$ cat src/rtl/urx_cfg.svh
// Purpose: offsets, field positions, reset values and counts for urx
// Assumes: byte addresses on an 8-bit register port, 32-bit data
// Notes:   included by its bare name
// What this block does
// - three samples per bit, majority vote
// - sample disagreement sets noise flag, error irq
// - single-sample mode never reports noise
// - finished frame sets rx_full_flag, irq, status
// - data read or dma ack clears rx_full_flag
// - parity mismatch sets parity_fail_flag, irq
// - low stop bit sets framing_fail_flag, irq
// - stop length selects which stop bit is sampled
// - second stop checked only if first good
// - frame while full discarded, overrun flag, irq
// - frame end updates full or overrun, noise, parity and framing flags in one cycle
// - dma requests per enable; tx_done_flag after frame
// - error irq covers framing, overrun, noise
// - rx_hold_out high while receive buffer full
// - start tx only with permit low
// - drive output with lead, lag and polarity
// - mute_request mutes; muted sets no flags unless a matching frame wakes it
// - idle frame: flag, or wake when muted
// - address frame match wakes, mismatch mutes
// - data match wakes and receives, mismatch mutes
// - parity on: top bit parity, narrower wide compare for 8-bit words
`ifndef URX_CFG_SVH
`define URX_CFG_SVH

`define URX_OFS_CTRL      8'h00
`define URX_OFS_TIMING    8'h04
`define URX_OFS_STATUS    8'h08
`define URX_OFS_FLAGCLR   8'h0C
`define URX_OFS_CMD       8'h10
`define URX_OFS_RDATA     8'h14

`define URX_CTRL_RESET    32'h0000_0000
`define URX_TIMING_RESET  32'h0000_0000

`define URX_TIM_LEAD_LSB  0
`define URX_TIM_LAG_LSB   8
`define URX_TIM_MATCH_LSB 16
`define URX_CMD_MUTE_BIT  0

`define URX_OS_WIDE       5'h10
`define URX_OS_NARROW     5'h08
`define URX_MID_WIDE      5'h08
`define URX_MID_NARROW    5'h04

`define URX_STOP_ONE      2'b00
`define URX_STOP_HALF     2'b01
`define URX_STOP_TWO      2'b10
`define URX_STOP_ONEHALF  2'b11

`define URX_WAKE_IDLE     2'b00
`define URX_WAKE_ADDR     2'b01

`endif

$ cat src/rtl/urx_pkg.sv
// Purpose: types shared by the urx receiver
// Assumes: constants come from urx_cfg.svh
// Notes:   control and status words map onto register bits lsb first
package urx_pkg;

    typedef enum logic [4:0] {
        URX_R_IDLE  = 5'b00001,
        URX_R_START = 5'b00010,
        URX_R_DATA  = 5'b00100,
        URX_R_HALF  = 5'b01000,
        URX_R_STOP  = 5'b10000
    } urx_rx_state_t;

    typedef enum logic [3:0] {
        URX_T_IDLE = 4'b0001,
        URX_T_LEAD = 4'b0010,
        URX_T_BUSY = 4'b0100,
        URX_T_LAG  = 4'b1000
    } urx_tx_state_t;

    typedef struct packed {
        logic [8:0] spare;
        logic       tx_done_irq_en;
        logic       error_irq_en;
        logic       parity_fail_irq_en;
        logic       rx_full_irq_en;
        logic       drive_polarity_sel;
        logic       transceiver_drive_ctl_en;
        logic       cts_flow_en;
        logic       rts_flow_en;
        logic       tx_dma_en;
        logic       rx_dma_en;
        logic       mute_feature_on;
        logic       match_width_sel;
        logic [1:0] wake_method;
        logic [1:0] stop_len_sel;
        logic       single_sample_sel;
        logic       over8_sel;
        logic       parity_odd_sel;
        logic       parity_check_on;
        logic       word_len_sel;
        logic       rx_en;
        logic       unit_enable;
    } urx_ctrl_t;

    typedef struct packed {
        logic tx_done_flag;
        logic idle_line_flag;
        logic overrun_flag;
        logic framing_fail_flag;
        logic parity_fail_flag;
        logic noise_flag;
        logic rx_full_flag;
    } urx_flags_t;

endpackage

$ cat src/rtl/urx_top.sv
// Purpose: serial receive path with flow control, drive enable and mute
// Assumes: sample_tick_i pulses once per oversampling period
// Notes:   transmitter core sits outside; this block gates its starts
`timescale 1ns/10ps
`include "urx_cfg.svh"

module urx_top (
    input  wire logic        clock_i,
    input  wire logic        resetn_i,
    input  wire logic [7:0]  addr_i,
    input  wire logic [31:0] wdata_i,
    input  wire logic        wr_i,
    input  wire logic        rd_i,
    output logic      [31:0] rdata_o,
    input  wire logic        sample_tick_i,
    input  wire logic        rx_pin_i,
    input  wire logic        tx_permit_in_i,
    input  wire logic        tx_pending_i,
    input  wire logic        tx_empty_i,
    input  wire logic        tx_frame_end_i,
    output logic             tx_go_o,
    input  wire logic        rx_dma_ack_i,
    output logic             rx_dma_req_o,
    output logic             tx_dma_req_o,
    output logic             rx_hold_out_o,
    output logic             transceiver_drive_out_o,
    output logic             irq_o
);

    urx_pkg::urx_ctrl_t     ctrl_r;
    logic [31:0]            timing_r;
    urx_pkg::urx_flags_t    flags_r;
    logic [8:0]             rdata_buf_r;
    logic [31:0]            rdata_r;
    logic                   rx_mute_state_r;
    logic                   rx_s1_r, rx_s2_r, rx_prev_r;
    logic                   pm_s1_r, pm_s2_r;
    urx_pkg::urx_rx_state_t rst_r;
    logic [4:0]             cnt_r;
    logic [4:0]             cnt_nxt;
    logic [3:0]             bitn_r;
    logic [2:0]             smp_r;
    logic                   dec_r;
    logic                   second_r;
    logic                   noise_acc_r;
    logic                   framing_fail_flag_acc_r;
    logic [8:0]             sh_r;
    logic [7:0]             icnt_r;
    logic                   idle_arm_r;
    urx_pkg::urx_tx_state_t tst_r;
    logic [4:0]             tcnt_r;
    logic                   go_r;
    logic                   hold_r;
    logic                   drive_r;
    logic                   irq_r;

    logic [4:0] os, mid, half;
    logic       rx_on, bit_val, bit_noise, bit_end;
    logic       done, fr_framing_fail_flag, fr_noise, fr_parity_fail_flag, keep, idle_ev;
    logic [8:0] fw;
    logic       aflag, match;
    logic [7:0] match_val, mask;
    logic       wr_ctrl, wr_tim, wr_clr, wr_cmd, rd_data;
    logic       tx_ok;
    logic [4:0] lead, lag;

    // majority of three samples
    function automatic logic maj3(input logic [2:0] s);
        maj3 = (s[0] & s[1]) | (s[1] & s[2]) | (s[0] & s[2]);
    endfunction

    // bits of the frame word that take part in a match
    function automatic logic [7:0] cmp_mask(input logic wide,
                                            input logic par,
                                            input logic w9,
                                            input logic dmatch);
        if (!wide)
            cmp_mask = 8'h0F;
        else if (par)
            cmp_mask = w9 ? 8'hFF : 8'h3F;
        else
            cmp_mask = dmatch ? 8'hFF : 8'h7F;
    endfunction

    // position of the address flag, just below any parity bit
    function automatic logic [3:0] aflag_pos(input logic par,
                                             input logic w9);
        aflag_pos = {3'b011, 1'b0} + {3'b000, w9} - {3'b000, par} + 4'h1;
    endfunction

    // register port decode
    assign wr_ctrl = wr_i && (addr_i == `URX_OFS_CTRL);
    assign wr_tim  = wr_i && (addr_i == `URX_OFS_TIMING);
    assign wr_clr  = wr_i && (addr_i == `URX_OFS_FLAGCLR);
    assign wr_cmd  = wr_i && (addr_i == `URX_OFS_CMD);
    assign rd_data = rd_i && (addr_i == `URX_OFS_RDATA);

    always_ff @(posedge clock_i) begin
        if (!resetn_i) begin
            ctrl_r   <= urx_pkg::urx_ctrl_t'(`URX_CTRL_RESET);
            timing_r <= `URX_TIMING_RESET;
        end else begin
            if (wr_ctrl)
                ctrl_r <= urx_pkg::urx_ctrl_t'(wdata_i);
            if (wr_tim)
                timing_r <= wdata_i;
        end
    end

    always_ff @(posedge clock_i) begin
        if (!resetn_i) begin
            rdata_r <= 32'h0000_0000;
        end else if (rd_i) begin
            case (addr_i)
                `URX_OFS_CTRL:   rdata_r <= ctrl_r;
                `URX_OFS_TIMING: rdata_r <= timing_r;
                `URX_OFS_STATUS: rdata_r <= {22'h00_0000,
                    rst_r != urx_pkg::URX_R_IDLE, tx_empty_i,
                    rx_mute_state_r, flags_r};
                `URX_OFS_RDATA:  rdata_r <= {23'h00_0000, rdata_buf_r};
                default:         rdata_r <= 32'h0000_0000;
            endcase
        end else begin
            rdata_r <= 32'h0000_0000;
        end
    end
    assign rdata_o = rdata_r;

    // pin synchronisers
    always_ff @(posedge clock_i) begin
        if (!resetn_i) begin
            rx_s1_r   <= 1'b1;
            rx_s2_r   <= 1'b1;
            rx_prev_r <= 1'b1;
            pm_s1_r   <= 1'b1;
            pm_s2_r   <= 1'b1;
        end else begin
            rx_s1_r   <= rx_pin_i;
            rx_s2_r   <= rx_s1_r;
            rx_prev_r <= rx_s2_r;
            pm_s1_r   <= tx_permit_in_i;
            pm_s2_r   <= pm_s1_r;
        end
    end

    // bit timing and sample selection
    assign rx_on   = ctrl_r.unit_enable && ctrl_r.rx_en;
    assign os      = ctrl_r.over8_sel ? `URX_OS_NARROW : `URX_OS_WIDE;
    assign mid     = ctrl_r.over8_sel ? `URX_MID_NARROW : `URX_MID_WIDE;
    assign half    = {1'b0, os[4:1]};
    assign cnt_nxt = cnt_r + 5'h01;
    assign bit_end = sample_tick_i && (cnt_nxt == os);
    // one sample in single mode, else majority of three
    assign bit_val = ctrl_r.single_sample_sel ? smp_r[1] : maj3(smp_r);
    assign bit_noise = !ctrl_r.single_sample_sel &&
                       !(&smp_r || ~|smp_r);

    always_ff @(posedge clock_i) begin
        if (!resetn_i) begin
            smp_r <= 3'b111;
            dec_r <= 1'b0;
        end else begin
            dec_r <= 1'b0;
            if (sample_tick_i && rst_r != urx_pkg::URX_R_IDLE &&
                rst_r != urx_pkg::URX_R_HALF) begin
                // samples mid-1, mid, mid+1 of the bit
                if (cnt_nxt >= mid - 5'h01 && cnt_nxt <= mid + 5'h01)
                    smp_r <= {smp_r[1:0], rx_s2_r};
                dec_r <= (cnt_nxt == mid + 5'h01);
            end
        end
    end

    // frame end: stop decision or end of a half stop
    assign done = rx_on && (
        (rst_r == urx_pkg::URX_R_STOP && dec_r &&
         (!bit_val || ctrl_r.stop_len_sel != `URX_STOP_TWO ||
          second_r)) ||
        (rst_r == urx_pkg::URX_R_HALF && sample_tick_i &&
         cnt_nxt == half &&
         ctrl_r.stop_len_sel == `URX_STOP_HALF));
    assign fr_framing_fail_flag  = framing_fail_flag_acc_r ||
        (rst_r == urx_pkg::URX_R_STOP && dec_r && !bit_val);
    assign fr_noise = noise_acc_r || (dec_r && bit_noise);
    assign fw = ctrl_r.word_len_sel ? sh_r : {1'b0, sh_r[8:1]};
    assign fr_parity_fail_flag = ctrl_r.parity_check_on &&
                     ((^fw) != ctrl_r.parity_odd_sel);

    always_ff @(posedge clock_i) begin
        if (!resetn_i) begin
            rst_r       <= urx_pkg::URX_R_IDLE;
            cnt_r       <= 5'h00;
            bitn_r      <= 4'h0;
            second_r    <= 1'b0;
            noise_acc_r <= 1'b0;
            framing_fail_flag_acc_r  <= 1'b0;
            sh_r        <= 9'h000;
        end else if (!rx_on) begin
            rst_r <= urx_pkg::URX_R_IDLE; // frame dropped
            cnt_r <= 5'h00;
        end else begin
            if (sample_tick_i)
                cnt_r <= bit_end ? 5'h00 : cnt_nxt;
            if (dec_r)
                noise_acc_r <= fr_noise;
            case (rst_r)
                urx_pkg::URX_R_IDLE: begin
                    cnt_r <= 5'h00;
                    if (rx_prev_r && !rx_s2_r) begin
                        rst_r       <= urx_pkg::URX_R_START;
                        noise_acc_r <= 1'b0;
                        framing_fail_flag_acc_r  <= 1'b0;
                        second_r    <= 1'b0;
                        bitn_r      <= 4'h0;
                    end
                end
                urx_pkg::URX_R_START: begin
                    if (dec_r && bit_val)
                        rst_r <= urx_pkg::URX_R_IDLE;
                    else if (bit_end)
                        rst_r <= urx_pkg::URX_R_DATA;
                end
                urx_pkg::URX_R_DATA: begin
                    if (dec_r)
                        sh_r <= {bit_val, sh_r[8:1]};
                    if (bit_end) begin
                        bitn_r <= bitn_r + 4'h1;
                        if (bitn_r == 4'h7 + 4'(ctrl_r.word_len_sel)) begin
                            // half stop first for 0.5 and 1.5
                            if (ctrl_r.stop_len_sel[0])
                                rst_r <= urx_pkg::URX_R_HALF;
                            else
                                rst_r <= urx_pkg::URX_R_STOP;
                        end
                    end
                end
                urx_pkg::URX_R_HALF: begin
                    if (sample_tick_i && cnt_nxt == half) begin
                        cnt_r <= 5'h00;
                        if (ctrl_r.stop_len_sel == `URX_STOP_HALF)
                            rst_r <= urx_pkg::URX_R_IDLE;
                        else
                            rst_r <= urx_pkg::URX_R_STOP;
                    end
                end
                urx_pkg::URX_R_STOP: begin
                    if (done)
                        rst_r <= urx_pkg::URX_R_IDLE;
                    else if (dec_r) begin
                        second_r   <= 1'b1; // first stop good
                        framing_fail_flag_acc_r <= fr_framing_fail_flag;
                    end
                end
                default: rst_r <= urx_pkg::URX_R_IDLE;
            endcase
        end
    end

    // idle frame: line high for a whole frame length
    assign idle_ev = rx_on && idle_arm_r && sample_tick_i &&
        rst_r == urx_pkg::URX_R_IDLE && rx_s2_r &&
        icnt_r + 8'h01 == 8'({4'h0, 3'b101, ctrl_r.word_len_sel}) * 8'(os);

    always_ff @(posedge clock_i) begin
        if (!resetn_i) begin
            icnt_r     <= 8'h00;
            idle_arm_r <= 1'b1;
        end else if (rst_r != urx_pkg::URX_R_IDLE || !rx_s2_r) begin
            icnt_r     <= 8'h00;
            idle_arm_r <= 1'b1;
        end else if (idle_ev) begin
            icnt_r     <= 8'h00;
            idle_arm_r <= 1'b0;
        end else if (sample_tick_i && idle_arm_r) begin
            icnt_r <= icnt_r + 8'h01;
        end
    end

    // wake-up matching
    assign match_val = timing_r[`URX_TIM_MATCH_LSB +: 8];
    assign mask  = cmp_mask(ctrl_r.match_width_sel,
                            ctrl_r.parity_check_on,
                            ctrl_r.word_len_sel,
                            ctrl_r.wake_method[1]);
    assign aflag = fw[aflag_pos(ctrl_r.parity_check_on,
                                ctrl_r.word_len_sel)];
    assign match = ((fw[7:0] ^ match_val) & mask) == 8'h00;

    always_comb begin
        keep = !rx_mute_state_r; // muted frames set nothing unless a match wakes them
        if (ctrl_r.mute_feature_on) begin
            if (ctrl_r.wake_method == `URX_WAKE_ADDR && aflag)
                keep = match;
            else if (ctrl_r.wake_method[1])
                keep = match;
        end
    end

    always_ff @(posedge clock_i) begin
        if (!resetn_i) begin
            rx_mute_state_r <= 1'b0;
        end else if (wr_cmd && wdata_i[`URX_CMD_MUTE_BIT] &&
                     ctrl_r.mute_feature_on) begin
            rx_mute_state_r <= 1'b1;
        end else if (done && ctrl_r.mute_feature_on &&
                     (ctrl_r.wake_method[1] ||
                      (ctrl_r.wake_method == `URX_WAKE_ADDR && aflag))) begin
            rx_mute_state_r <= !match;
        end else if (idle_ev &&
                     ctrl_r.wake_method == `URX_WAKE_IDLE) begin
            rx_mute_state_r <= 1'b0;
        end
    end

    // status flags: set wins over clear
    always_ff @(posedge clock_i) begin
        if (!resetn_i) begin
            flags_r     <= '0;
            rdata_buf_r <= 9'h000;
        end else begin
            if (wr_clr)
                flags_r[6:1] <= flags_r[6:1] & ~wdata_i[6:1];
            if (rd_data || rx_dma_ack_i)
                flags_r.rx_full_flag <= 1'b0;
            if (done && keep) begin
                // full or overrun, noise, parity and framing flags in this one cycle
                if (flags_r.rx_full_flag) begin
                    flags_r.overrun_flag <= 1'b1;
                end else begin
                    flags_r.rx_full_flag <= 1'b1;
                    rdata_buf_r          <= fw;
                end
                if (fr_noise)
                    flags_r.noise_flag <= 1'b1;
                if (fr_parity_fail_flag)
                    flags_r.parity_fail_flag <= 1'b1;
                if (fr_framing_fail_flag)
                    flags_r.framing_fail_flag <= 1'b1;
            end
            if (idle_ev && !rx_mute_state_r)
                flags_r.idle_line_flag <= 1'b1;
            if (tx_frame_end_i && tx_empty_i)
                flags_r.tx_done_flag <= 1'b1;
        end
    end

    // interrupt request, dma requests and rx_hold_out
    always_ff @(posedge clock_i) begin
        if (!resetn_i) begin
            irq_r  <= 1'b0;
            hold_r <= 1'b0;
        end else begin
            irq_r <= (flags_r.rx_full_flag && ctrl_r.rx_full_irq_en) ||
                (flags_r.parity_fail_flag && ctrl_r.parity_fail_irq_en) ||
                (flags_r.tx_done_flag && ctrl_r.tx_done_irq_en) ||
                (flags_r.overrun_flag &&
                 (ctrl_r.error_irq_en || ctrl_r.rx_full_irq_en)) ||
                ((flags_r.noise_flag || flags_r.framing_fail_flag) &&
                 ctrl_r.error_irq_en);
            hold_r <= ctrl_r.rts_flow_en && flags_r.rx_full_flag;
        end
    end
    assign irq_o         = irq_r;
    assign rx_hold_out_o = hold_r;
    assign rx_dma_req_o  = ctrl_r.rx_dma_en && flags_r.rx_full_flag;
    assign tx_dma_req_o  = ctrl_r.tx_dma_en && tx_empty_i;

    // transmit start gating with drive lead and lag
    assign tx_ok = ctrl_r.unit_enable && tx_pending_i &&
                   (!ctrl_r.cts_flow_en || !pm_s2_r);
    assign lead = ctrl_r.transceiver_drive_ctl_en ?
                  timing_r[`URX_TIM_LEAD_LSB +: 5] : 5'h00;
    assign lag  = ctrl_r.transceiver_drive_ctl_en ?
                  timing_r[`URX_TIM_LAG_LSB +: 5] : 5'h00;

    always_ff @(posedge clock_i) begin
        if (!resetn_i) begin
            tst_r  <= urx_pkg::URX_T_IDLE;
            tcnt_r <= 5'h00;
            go_r   <= 1'b0;
        end else begin
            go_r <= 1'b0;
            case (tst_r)
                urx_pkg::URX_T_IDLE: begin
                    tcnt_r <= 5'h00;
                    if (tx_ok) begin
                        if (lead != 5'h00) begin
                            tst_r <= urx_pkg::URX_T_LEAD;
                        end else begin
                            go_r  <= 1'b1;
                            tst_r <= urx_pkg::URX_T_BUSY;
                        end
                    end
                end
                urx_pkg::URX_T_LEAD: begin
                    if (sample_tick_i)
                        tcnt_r <= tcnt_r + 5'h01;
                    if (sample_tick_i && tcnt_r + 5'h01 >= lead) begin
                        go_r  <= 1'b1;
                        tst_r <= urx_pkg::URX_T_BUSY;
                    end
                end
                urx_pkg::URX_T_BUSY: begin
                    tcnt_r <= 5'h00;
                    if (tx_frame_end_i) begin
                        // stop after the frame when permit rises
                        if (tx_ok)
                            go_r <= 1'b1;
                        else if (lag != 5'h00)
                            tst_r <= urx_pkg::URX_T_LAG;
                        else
                            tst_r <= urx_pkg::URX_T_IDLE;
                    end
                end
                urx_pkg::URX_T_LAG: begin
                    if (sample_tick_i)
                        tcnt_r <= tcnt_r + 5'h01;
                    if (tx_ok) begin
                        go_r  <= 1'b1;
                        tst_r <= urx_pkg::URX_T_BUSY;
                    end else if (sample_tick_i &&
                                 tcnt_r + 5'h01 >= lag) begin
                        tst_r <= urx_pkg::URX_T_IDLE;
                    end
                end
                default: tst_r <= urx_pkg::URX_T_IDLE;
            endcase
        end
    end
    assign tx_go_o = go_r;

    always_ff @(posedge clock_i) begin
        if (!resetn_i)
            drive_r <= 1'b0;
        else
            drive_r <= (ctrl_r.transceiver_drive_ctl_en &&
                        (tst_r != urx_pkg::URX_T_IDLE || tx_ok)) ^
                       ctrl_r.drive_polarity_sel;
    end
    assign transceiver_drive_out_o = drive_r;

endmodule

$ cat config.mk
export PLATFORM = sky130hd
export DESIGN_NAME = urx_top
export DESIGN_NICKNAME = d
export VERILOG_FILES = /design/src/rtl/urx_pkg.sv /design/src/rtl/urx_top.sv
export VERILOG_INCLUDE_DIRS = /design/src /design/src/rtl
export SDC_FILE = /design/constraint.sdc
export NUM_CORES = 1
export LEC_CHECK = 0
export ABC_AREA = 1
export ABC_CLOCK_PERIOD_IN_PS = 3000
export BUFFER_PORTS_ARGS = -buffer_cell sky130_fd_sc_hd__buf_2
export CAP_MARGIN = 20
export CORE_UTILIZATION = 55
export CTS_CLUSTER_SIZE = 10
export DETAILED_ROUTE_END_ITERATION = 16
export PLACE_DENSITY = 0.75
export REMOVE_ABC_BUFFERS = 1
export SLEW_MARGIN = 40
export SYNTH_ARGS = -nofsm -noshare
export SYNTH_HDL_FRONTEND = slang
export SYNTH_SLANG_ARGS = --single-unit
$ cat constraint.sdc
create_clock -name clock_i -period 3 [get_ports clock_i]
set_input_delay 0.9 -clock clock_i [delete_from_list [all_inputs] [get_ports clock_i]]
set_output_delay 0.9 -clock clock_i [all_outputs]
set_load 0.1 [all_outputs]
=== Yosys cells after proc, flatten, opt, wreduce, memory -nomap -nowiden ===
Index checks and enable logic that the tools add are counted.

* Register bits after elaboration: 170
* Latch bits: 0
* RAM bits: 0
* Memory bits (read-only): 0
* Output and inout bits: 38
* Word-level logic and storage cells: 302
* Memories kept: 0

* Add/sub/neg operators: 10
* $mul: 1
* Divide/modulo/power cells: 0
* Order comparisons: 5
* Eq/ne operators: 40
* Shift operators: 0
* Mux-type cells: 73
* Bitwise operators: 12
* Reduce and logical (&&, ||, !) cells: 106

{| class="wikitable"
|+ Operators by type and width
! operator !! count
|-
| $pmux W32 S4 || 1
|-
| $mux W5 || 17
|-
| $logic_and A1 B1 Y1 || 51
|-
| $mux W4 || 10
|-
| $mux W8 || 4
|-
| $mux W1 || 29
|-
| $pmux W5 S5 || 1
|-
| $ne A2 B2 Y1 const B || 11
|-
| $pmux W5 S2 || 2
|-
| $logic_or A1 B1 Y1 || 17
|-
| $eq A8 B4 Y1 const B || 2
|-
| $eq A8 B5 Y1 const B || 2
|-
| $logic_not A8 Y1 || 2
|-
| $pmux W4 S4 || 1
|-
| $ge A5 B5 Y1 || 3
|-
| $reduce_and A2 Y1 || 6
|-
| $add A5 B1 Y5 const B || 2
|-
| $eq A5 B5 Y1 || 2
|-
| $reduce_and A5 Y1 || 2
|-
| $reduce_bool A2 Y1 || 5
|-
| $reduce_bool A5 Y1 || 2
|-
| $logic_not A1 Y1 || 9
|-
| $mux W9 || 1
|-
| $reduce_xor A9 Y1 || 1
|-
| other kinds (50) || 64
|}

=== Depth between registers and ports, before layout ===
Gate-level depths: netlist of run 1.

* Depth after elaboration: 14
* Mapped depth: 17
* Mapped depth without buffers: 16

=== Worst setup path after synthesis of run 1 ===
No wires, ideal clock.

* Kind: input to output
* From: input port tx_empty_i
* To: output port tx_dma_req_o
* Data arrival time: 1.524 ns
* Data required time: 2.100 ns
* Path slack: 0.576 ns
* Stages: 2
* Path buffers: 0
* Cells stage by stage: nand2_1 inv_1

* Cells in the longest elaborated chain, start to end: 1

{| class="wikitable"
|+ Ends and longest elaborated chain
! what !! RTL line !! text
|-
| start: declaration || urx_top.sv:19 || <nowiki>input wire logic tx_empty_i,</nowiki>
|-
| $logic_and A1 B1 Y1 || urx_top.sv:366 || <nowiki>assign tx_dma_req_o = ctrl_r.tx_dma_en && tx_empty_i;</nowiki>
|-
| end: declaration || urx_top.sv:24 || <nowiki>output logic tx_dma_req_o,</nowiki>
|}

Every way passes these cells.

=== Worst setup path in the final report of run 1 ===
* From: register cnt_r[1]
* To: register rdata_buf_r[4]

* Cells in the longest elaborated chain, start to end: 8

{| class="wikitable"
|+ Ends and longest elaborated chain
! what !! RTL line !! text
|-
| start: declaration || urx_top.sv:39 || <nowiki>logic [4:0] cnt_r;</nowiki>
|-
| start signal: assignment || urx_top.sv:203 || <nowiki>cnt_r <= bit_end ? 5'h00 : cnt_nxt;</nowiki>
|-
| $add A5 B1 Y5 || urx_top.sv:151 || <nowiki>assign cnt_nxt = cnt_r + 5'h01;</nowiki>
|-
| $eq A5 B4 Y1 || urx_top.sv:180 || <nowiki>cnt_nxt == half &&</nowiki>
|-
| $logic_and A1 B1 Y1 || urx_top.sv:179 || <nowiki>(rst_r == urx_pkg::URX_R_HALF && sample_tick_i &&</nowiki>
|-
| $logic_and A1 B1 Y1 (no line) || n/a ||
|-
| $logic_or A1 B1 Y1 || urx_top.sv:176 || <nowiki>(rst_r == urx_pkg::URX_R_STOP && dec_r &&</nowiki>
|-
| $logic_and A1 B1 Y1 || urx_top.sv:175 || <nowiki>assign done = rx_on && (</nowiki>
|-
| $logic_and A1 B1 Y1 || urx_top.sv:325 || <nowiki>if (done && keep) begin</nowiki>
|-
| $reduce_and A2 Y1 (no line) || n/a ||
|-
| end signal: assignment || urx_top.sv:331 || <nowiki>rdata_buf_r <= fw;</nowiki>
|-
| end: declaration || urx_top.sv:33 || <nowiki>logic [8:0] rdata_buf_r;</nowiki>
|}

Every way passes these cells.
A chain may end at the register's enable or synchronous reset.

==> results.toml, run 1 <==
[finish]
fin_nets = 1354
utilization_pct = 64.8
fin_area_um2 = 9420
syn_to_final_growth_pct = 15.4
layout_commonest_cell = "nand2_1"
drive_gt1_share_pct = 13.0
layout_common_cells = "nand2_1 (316), dfxtp_1 (170), inv_1 (139)"
antenna_cells = 0

[synth]
ys_seq_area_share_pct = 41.7
syn_inst = 1201
ys_warn_count = 0
synthDistinctLibCells = 44
synth_seq_cells = 170
synth_edf_count = 0
synth_flop_cell = "dfxtp_1"
syn_avg_cell_area_um2 = 6.80
syn_area_um2 = 8170
async_flop_share_pct = 0

[clock_network]
postCtsHoldBufs = 0
clock_latency_ns = 0.44
cts_root_buffer = "clkbuf_16"
cts.repair.resized = 0
clock_sinks = 170
htreeDepth = 4
cts_tree = "done"
cts_buffers = 17
cts_setup_buffers = 0
clk_path_buf_depth = 2
clk_pin_slew_ns = 0.08

[die]
die_y_um = 124
io_pins = 89
die_area_um2 = 15300
core_um2 = 14500
rows = 44
die_w_um = 124
initial_core_util_pct = 56.2

[min_path]
hold_path.class = "reg2reg"

[timing]
fmax_mhz = 376
setup_slack_ns = 0.339
fin_crit_sh_pct = 88.7
setup_viol = 0
max-slew-margin-rel_pct = 52.1
clock_skew_ns = 0.0151
slew_viol_final = 0
rsz0062_at_grt = "false"
worstMarginPinSlew_ns = 0.713
holdWs_ns = 0.418
min_period_ns = 2.66
hold_viol_final = 0

[grt]
antenna_found_initial = 1
grt_usage_pct = 30.5
grt_pass1_wl_um = 35700
overflow = 0
grt_pass1_vias = 7345
grt_max_degree = 66

[drt]
drcViolationCount = 0
wire_per_inst_um = 15.3
viasPerCell = 5.51
ant_nets = 0
first_pass_iters = 7
vias = 8173
routed_wl_um = 22700
drt_iter0_drc = 654

[pwr]
pwr_density_cell_nw_per_um2 = 521
irDropWorstVdd_uv = 407
leakage_nw = 4.19

[critical_path]
critPathRequiredTime_ns = 3.37
end_kind = "flop"
worstPathArrival_ns = 3.03
cp_max_fo = 16
worstSetupStartpointType = "flop"
path_class = "reg2reg"

[flow_run]
maxCapViolCount = 0

[placed_design]
gp_congestion = 0.875
place_area_um2 = 8820
dp_hpwl_um = 16000
dp_slack_ns = 0.320
port_buffers = 88

[run_status]
status = "completed"
report_power, final:
part	switching, W	leakage [nW]	internal (W)	total (W)
Sequential	0.0000290	1.37	0.00229	0.00231
Clock	0.00108	0.281	0.00112	0.00220
Combinational	0.000267	2.53	0.000131	0.000397
Total	0.00137	4.19	0.00354	0.00491
cell usage after synthesis, types with 2 or more instances:
master / instances / area (um^2)
dfxtp_1: 170 / 3400
a21oi_1: 117 / 586
nand2_1: 316 / 1190
ha_1: 17 / 213
buf_2: 6 / 30.0
nor4_1: 5 / 31.3
inv_2: 3 / 11.3
nor3_1: 11 / 55.1
clkbuf_1: 33 / 124
a211oi_1: 11 / 82.6
o31ai_1: 2 / 15.0
a221oi_1: 4 / 35.0
nor2_2: 6 / 37.5
buf_6: 3 / 33.8
nand2_2: 5 / 31.3
nand4_1: 18 / 113
or2_2: 5 / 31.3
xor2_1: 7 / 61.3
inv_1: 140 / 526
o21ai_1: 3 / 15.0
nand3_1: 72 / 360
o22ai_1: 2 / 12.5
o21ai_0: 98 / 490
o211ai_1: 7 / 52.6
and2_1: 2 / 12.5
nor2_1: 120 / 450
final cells by class:
class | instances | area [um^2]
clock buffer | 17 | 425
timing repair buffer | 109 | 611
tap | 184 | 230
clock inverter | 15 | 178
multi-input combinational | 844 | 4040
sequential | 170 | 3400
inverter | 144 | 541
fill | 1383 | 5110
stage by stage:
step	total power [W]	TNS, ns	instances
after floorplan	0.00261	-20.59	1158
after global placement	0.00275	0	1451
after detailed placement	0.00275	0	1451
after CTS	0.00492	0	1483
after global routing	0.00508	0	1483
final	0.00491	0	1483
final timing paths:
kind / from / end / slack, ns / cells after the start
worst max register to register: cnt_r[1]$_SDFF_PN0_ / rdata_buf_r[4]$_SDFFE_PN0P_ / 0.34 / 16
worst min register to register: pm_s1_r$_SDFF_PN1_ / pm_s2_r$_SDFF_PN1_ / 0.42 / 1
worst min-delay path: pm_s1_r$_SDFF_PN1_ / pm_s2_r$_SDFF_PN1_ / 0.42 / 1
worst max-delay path: cnt_r[1]$_SDFF_PN0_ / rdata_buf_r[4]$_SDFFE_PN0P_ / 0.34 / 16
kinds of logic (layout without fill, tap and decap cells):
kind of cell,Yosys count,count (layout),share of synthesized area (%)
AO/OA/AOI/OAI,254,254,16.9
adder cells (fa/ha/maj),17,17,2.60
XOR/XNOR,8,8,0.858
buffers and inverters,187,285,9.01
flip-flops,170,170,41.7
AND/OR/NAND/NOR,565,565,28.9
routing by layer:
layer,track usage (%),share of wire [%]
met1,38.7,44
met2,50.3,47
met3,6.64,6.3
met4,12.4,2.9
met5,0,0.057
worst max-delay path: stages, from the launching register on:
cell     delay, ns
dfxtp_1       0.42
nand3_1       0.12
xor2_1        0.22
inv_1         0.09
ha_1          0.31
nand2_1       0.05
inv_1         0.08
nand3_1       0.09
nor2_1        0.13
nand2_1       0.06
nand2_1       0.08
nand2_1       0.15
a21oi_4       0.25
nand3_4       0.24
nand2_1       0.13
nand2_1       0.06
nor2_1        0.10
state kept, by name, indices dropped and copies added (netlist names), 3 cells and up:
signal       count
icnt_r           8
sh_r             9
rst_r            5
tst_r            4
rdata_buf_r      9
ctrl_r          32
timing_r        32
tcnt_r           5
bitn_r           4
rdata_o         32
smp_r            3
cnt_r            5
flags_r          7
No activity file was read; power rests on OpenSTA's default activity.
==> inputs of run 2 (changes only) <==
Settings changed: CORE_UTILIZATION 55 to 40, PLACE_DENSITY 0.75 to default.
==> run 2 against run 1 <==
Cell area up 1.6%; die area increased by 37%; count of clock-buffer cells in the layout stayed put; flip-flop and latch count did not move; first-iteration DRC count decreased by 4.0%; setup slack better by 0.14 ns; combinational power barely moved; largest cell class unchanged; largest power group is now the clock network; highest routed layer unchanged.
==> results.toml, run 2 (same netlist as run 1, synthesis figures left out) <==
[run_status]
status = "completed"

[critical_path]
cp_max_fo = 16
end_kind = "flop"
worstPathArrival_ns = 2.90
slowest_delay_ns = 0.42
cpMostUsedCell = "nand2_1"
critPathRequiredTime_ns = 3.38
rr_startpoint = "cnt_r[1]$_SDFF_PN0_"
crit_slowest_cell = "dfxtp_1"
worstSetupStartpointType = "flop"
crit_chain = "nand3_1, xor2_1, inv_1, ha_1, nand2_1, inv_1, nand3_1, nor2_1, nand2_1, nand2_1, nand2_1, a21oi_4, nand3_4, nand2_1, nand2_1, nor2_1"
r2r_cells = 16
path_class = "reg2reg"
cp-startpoint = "cnt_r[1]$_SDFF_PN0_"

[clock_network]
cts_setup_buffers = 0
cts_root_buffer = "clkbuf_16"
clock_latency_ns = 0.44
postCtsHoldBufs = 0
cts_tree = "done"
clk_pin_slew_ns = 0.08
clk_path_buf_depth = 2
clock_sinks = 170
htreeDepth = 4
cts.repair.resized = 0
cts_buffers = 17

[pwr]
leakage_nw = 4.23
pwr_density_cell_nw_per_um2 = 528
irDropWorstVdd_uv = 360

[finish]
multi_input_area_um2 = 4040
drive_gt1_share_pct = 13.2
fin_nets = 1357
layout_commonest_cell = "nand2_1"
antenna_cells = 0
nFillCells = 1982
syn_to_final_growth_pct = 17.3
stdcell_count = 1567
layout_common_cells = "nand2_1 (316), dfxtp_1 (170), inv_1 (139)"
regArea_um2 = 3400

[grt]
overflow = 0
grt_pass1_wl_um = 36900
grt_usage_pct = 23.1
grt_max_degree = 43
antenna_found_initial = 1
grt_pass1_vias = 7126

[die]
io_pins = 89
rows = 51
die_w_um = 145
initial_core_util_pct = 41.4
core_um2 = 19700
die_y_um = 145
die_area_um2 = 21000

[drt]
ant_nets = 0
wire_per_inst_um = 14.9
first_pass_iters = 5
drcViolationCount = 0
drt_iter0_drc = 628
routed_wl_um = 23400
viasPerCell = 5.04
vias = 7902

[min_path]
worstHoldStart = "rx_s1_r$_SDFF_PN1_"
hold_depth = 1
hold_path.class = "reg2reg"

[timing]
fin_crit_sh_pct = 84.0
fmax_mhz = 397
clock_skew_ns = 0.00942
hold_viol_final = 0
min_period_ns = 2.52
rsz0062_at_grt = "false"
holdWs_ns = 0.415
worstMarginPinSlew_ns = 0.707
setup_viol = 0
slew_viol_final = 0
max-slew-margin-rel_pct = 52.4

[placed_design]
placedCellCount = 1535
gp_congestion = 0.898
port_buffers = 88
dp_hpwl_um = 16900

[flow_run]
maxCapViolCount = 0
## run 2: changes by cell type in the layout (fill, tap and decap cells not counted)
| cell | before | now |
|---|---|---|
| buf_12 | 1 | 0 |
| bufinv_16 | 0 | 1 |
| clkinvlp_4 | 3 | 0 |
| inv_12 | 0 | 2 |
| inv_6 | 3 | 2 |
| inv_8 | 2 | 3 |
| buf_4 | 20 | 24 |
## run 2: worst paths after layout
check                                      to  slack (ns)
setup / recovery  rdata_buf_r[6]$_SDFFE_PN0P_        0.48
hold / removal             rx_s2_r$_SDFF_PN1_        0.42
setup reg to reg  rdata_buf_r[6]$_SDFFE_PN0P_        0.48
hold reg to reg            rx_s2_r$_SDFF_PN1_        0.42
## run 2: layout make-up
| class | instances | share of cell area [%] |
|---|---|---|
| flip-flops and latches | 170 | 35.5 |
| clock inverters | 15 | 2.30 |
| multi-input cells | 844 | 42.1 |
| clock buffers | 17 | 4.44 |
| well taps | 265 | 3.46 |
| repair buffers | 112 | 6.48 |
| inverters | 144 | 5.64 |
## run 2: layer usage
| layer | global-route usage, % | wire (um) |
|---|---|---|
| met1 | 30.9 | 11100 |
| met5 | 0 | 10 |
| met2 | 37.2 | 10700 |
| met3 | 5.00 | 1230 |
| met4 | 6.81 | 298 |
## run 2: power breakdown
group | internal, W | total, W | leakage (nW) | switching, W
registers | 0.00229 | 0.00231 | 1.37 | 0.0000279
clock network | 0.00123 | 0.00235 | 0.311 | 0.00112
logic | 0.000131 | 0.000399 | 2.55 | 0.000268
## run 2: worst max-delay path, delay by kind of cell, from the launching register on
family | cells | cell delay, ns
AND/OR/NAND/NOR | 11 | 1.14
flip-flops | 1 | 0.42
adder cells (fa/ha/maj) | 1 | 0.31
AO/OA/AOI/OAI | 1 | 0.23
XOR/XNOR | 1 | 0.19
buffers and inverters | 2 | 0.16
## run 2: stage by stage
step                instance area, um^2  power [W]  util (%)  setup WS, ns  TNS (ns)
floorplan                          7970    0.00261         -        -0.533    -20.59
global placement                   8930    0.00276      45.3         0.217         0
detailed placement                 8930    0.00276      45.3         0.273         0
CTS                                9580    0.00510      48.6         0.457         0
global route                       9580    0.00523      48.6         0.144         0
finish                             9580    0.00506      48.6         0.481         0
==> inputs of run 3 (changes only) <==
Settings changed: ABC_CLOCK_PERIOD_IN_PS 3000 to 2190.
Clock period 3 ns to 2.19 ns, I/O delays scaled along.
==> run 3 against run 2 <==
Sequential power grew 37%; die area is the same; count of clock-buffer cells in the layout is the same; the flow now finishes with violations (setup timing); critical path depth shrank 1; cell count grew 2.6%; via count grew 2.8%.
==> results.toml, run 3 (same netlist as run 1, synthesis figures left out) <==
[run_status]
status = "finished, violations left"
violations = "setup timing"

[finish]
drive_gt1_share_pct = 18.2
fin_nets = 1397
syn_to_final_growth_pct = 23.1
layout_common_cells = "nand2_1 (307), dfxtp_1 (164), inv_1 (136)"
layout_commonest_cell = "nand2_1"
utilization_pct = 51.0
fin_area_um2 = 10100

[die]
die_y_um = 145
die_area_um2 = 21000
rows = 51
initial_core_util_pct = 41.4
core_um2 = 19700
die_w_um = 145
io_pins = 89

[critical_path]
rr_endpoint = "rdata_buf_r[8]$_SDFFE_PN0P_"
worst-path-stages = 15
crit_family = "simple AND/OR/NAND/NOR gates"
path_class = "reg2reg"
worstPathArrival_ns = 2.60
cp-startpoint = "cnt_r[0]$_SDFF_PN0_"
r2r_cells = 15
worstSetupStartpointType = "flop"
end_kind = "flop"
crit_chain = "ha_4, xor2_2, ha_1, nand2_2, inv_2, nand3_2, nor2_1, nand2_1, nand2_2, nand2_4, a21oi_4, nand3_4, nand2_2, nand2_2, nor2_2"
rr_startpoint = "cnt_r[0]$_SDFF_PN0_"
crit_buf_inv = 1
critPathRequiredTime_ns = 2.56
crit_slowest_cell = "dfxtp_4"
cp_max_fo = 8
cpMostUsedCell = "nand2_2"
slowest_delay_ns = 0.37
endpoint = "rdata_buf_r[8]$_SDFFE_PN0P_"
rrSetupSlack_ns = -0.04

[clock_network]
clock_latency_ns = 0.43
cts_buffers = 17
cts_tree = "done"
clock_sinks = 170
cts_root_buffer = "clkbuf_16"
postCtsHoldBufs = 0
htreeDepth = 4
clk_path_buf_depth = 2
clk_pin_slew_ns = 0.07

[grt]
grt_max_degree = 50
grt_pass1_wl_um = 38100
grt_pass1_vias = 7417
antenna_found_initial = 2
grt_usage_pct = 23.9
overflow = 0

[pwr]
finalPower_w = 0.00678
leakage_nw = 4.44
pwr_density_cell_nw_per_um2 = 675
irDropWorstVdd_uv = 470

[timing]
rsz0062_at_grt = "true"
clock_skew_ns = 0.0122
min_period_ns = 2.23
setup_viol = 4
slew_viol_final = 0
fin_setup_tns_ns = -0.0768
worstMarginPinSlew_ns = 0.569
setup_slack_ns = -0.0407
max-slew-margin-rel_pct = 61.7
fmax_mhz = 448
fin_crit_sh_pct = 102
hold_viol_final = 0

[flow_run]
maxCapViolCount = 0

[placed_design]
gp_congestion = 0.866
dp_hpwl_um = 17800
place_area_um2 = 9290
port_buffers = 88

[min_path]
hold_depth = 2
hold_path.class = "in2reg"

[drt]
routed_wl_um = 24300
wire_per_inst_um = 15.1
ant_nets = 0
vias = 8125
drt_iter0_drc = 586
viasPerCell = 5.05
first_pass_iters = 5
drcViolationCount = 0
-- run 3: power by group --
part | total, W | internal (W) | switching (W)
Clock | 0.00304 | 0.00155 | 0.00149
Sequential | 0.00316 | 0.00313 | 0.0000362
Combinational | 0.000575 | 0.000199 | 0.000376
-- run 3: stage by stage --
step / setup slack (ns) / hold WS [ns] / std cells
after CTS: -0.00759 / 0.395 / 1607
final: -0.0407 / 0.407 / 1608
after floorplan: -1.10 / 0.393 / 1158
after global routing: -0.194 / 0.411 / 1607
after detailed placement: -0.106 / 0.398 / 1572
after global placement: -0.0535 / 0.396 / 1572
-- run 3: worst reg2reg max path, stage by stage (launching register included) --
cell and delay, ns:
dfxtp_4 0.37, ha_4 0.17, xor2_2 0.15, ha_1 0.31, nand2_2 0.07, inv_2 0.06, nand3_2 0.06, nor2_1 0.10
nand2_1 0.08, nand2_2 0.11, nand2_4 0.07, a21oi_4 0.21, nand3_4 0.17, nand2_2 0.12, nand2_2 0.06, nor2_2 0.10
-- run 3: layer usage --
metal / up-vias / part of all wire [%] / global-route usage [%]
met3: 35 / 5.0 / 4.61
met2: 230 / 46 / 38.3
li1: 4164 / - / -
met5: - / 0.041 / 0
met1: 3694 / 47 / 31.8
met4: 2 / 2.2 / 8.64
-- run 3: what timing repair did --
item / 4_1_cts / 5_1_grt
buffers inserted: 2 / 0
gates cloned: 1 / 0
gates resized for setup: 13 / 27
setup endpoints to repair: 22 / 31
pin swaps: 8 / 15
-- run 3: worst min path at each step --
stage	from	to	slack, ns
finish	rx_pin_i	rx_s1_r$_SDFF_PN1_	0.41
global route	rx_pin_i	rx_s1_r$_SDFF_PN1_	0.41
CTS	rx_pin_i	rx_s1_r$_SDFF_PN1_	0.40
detailed placement	rx_s1_r$_SDFF_PN1_	rx_s2_r$_SDFF_PN1_	0.40
global placement	pm_s1_r$_SDFF_PN1_	pm_s2_r$_SDFF_PN1_	0.40
floorplan	pm_s1_r$_SDFF_PN1_	pm_s2_r$_SDFF_PN1_	0.39
-- run 3: layout make-up --
cell class / count / area [um^2]
Clock buffer: 17 / 425
Clock inverter: 15 / 173
Tap cell: 265 / 332
Inverter: 144 / 541
Antenna cell: 1 / 2.50
Sequential cell: 170 / 3420
Multi-Input combinational cell: 845 / 4170
Fill cell: 1928 / 9670
Timing Repair Buffer: 151 / 995
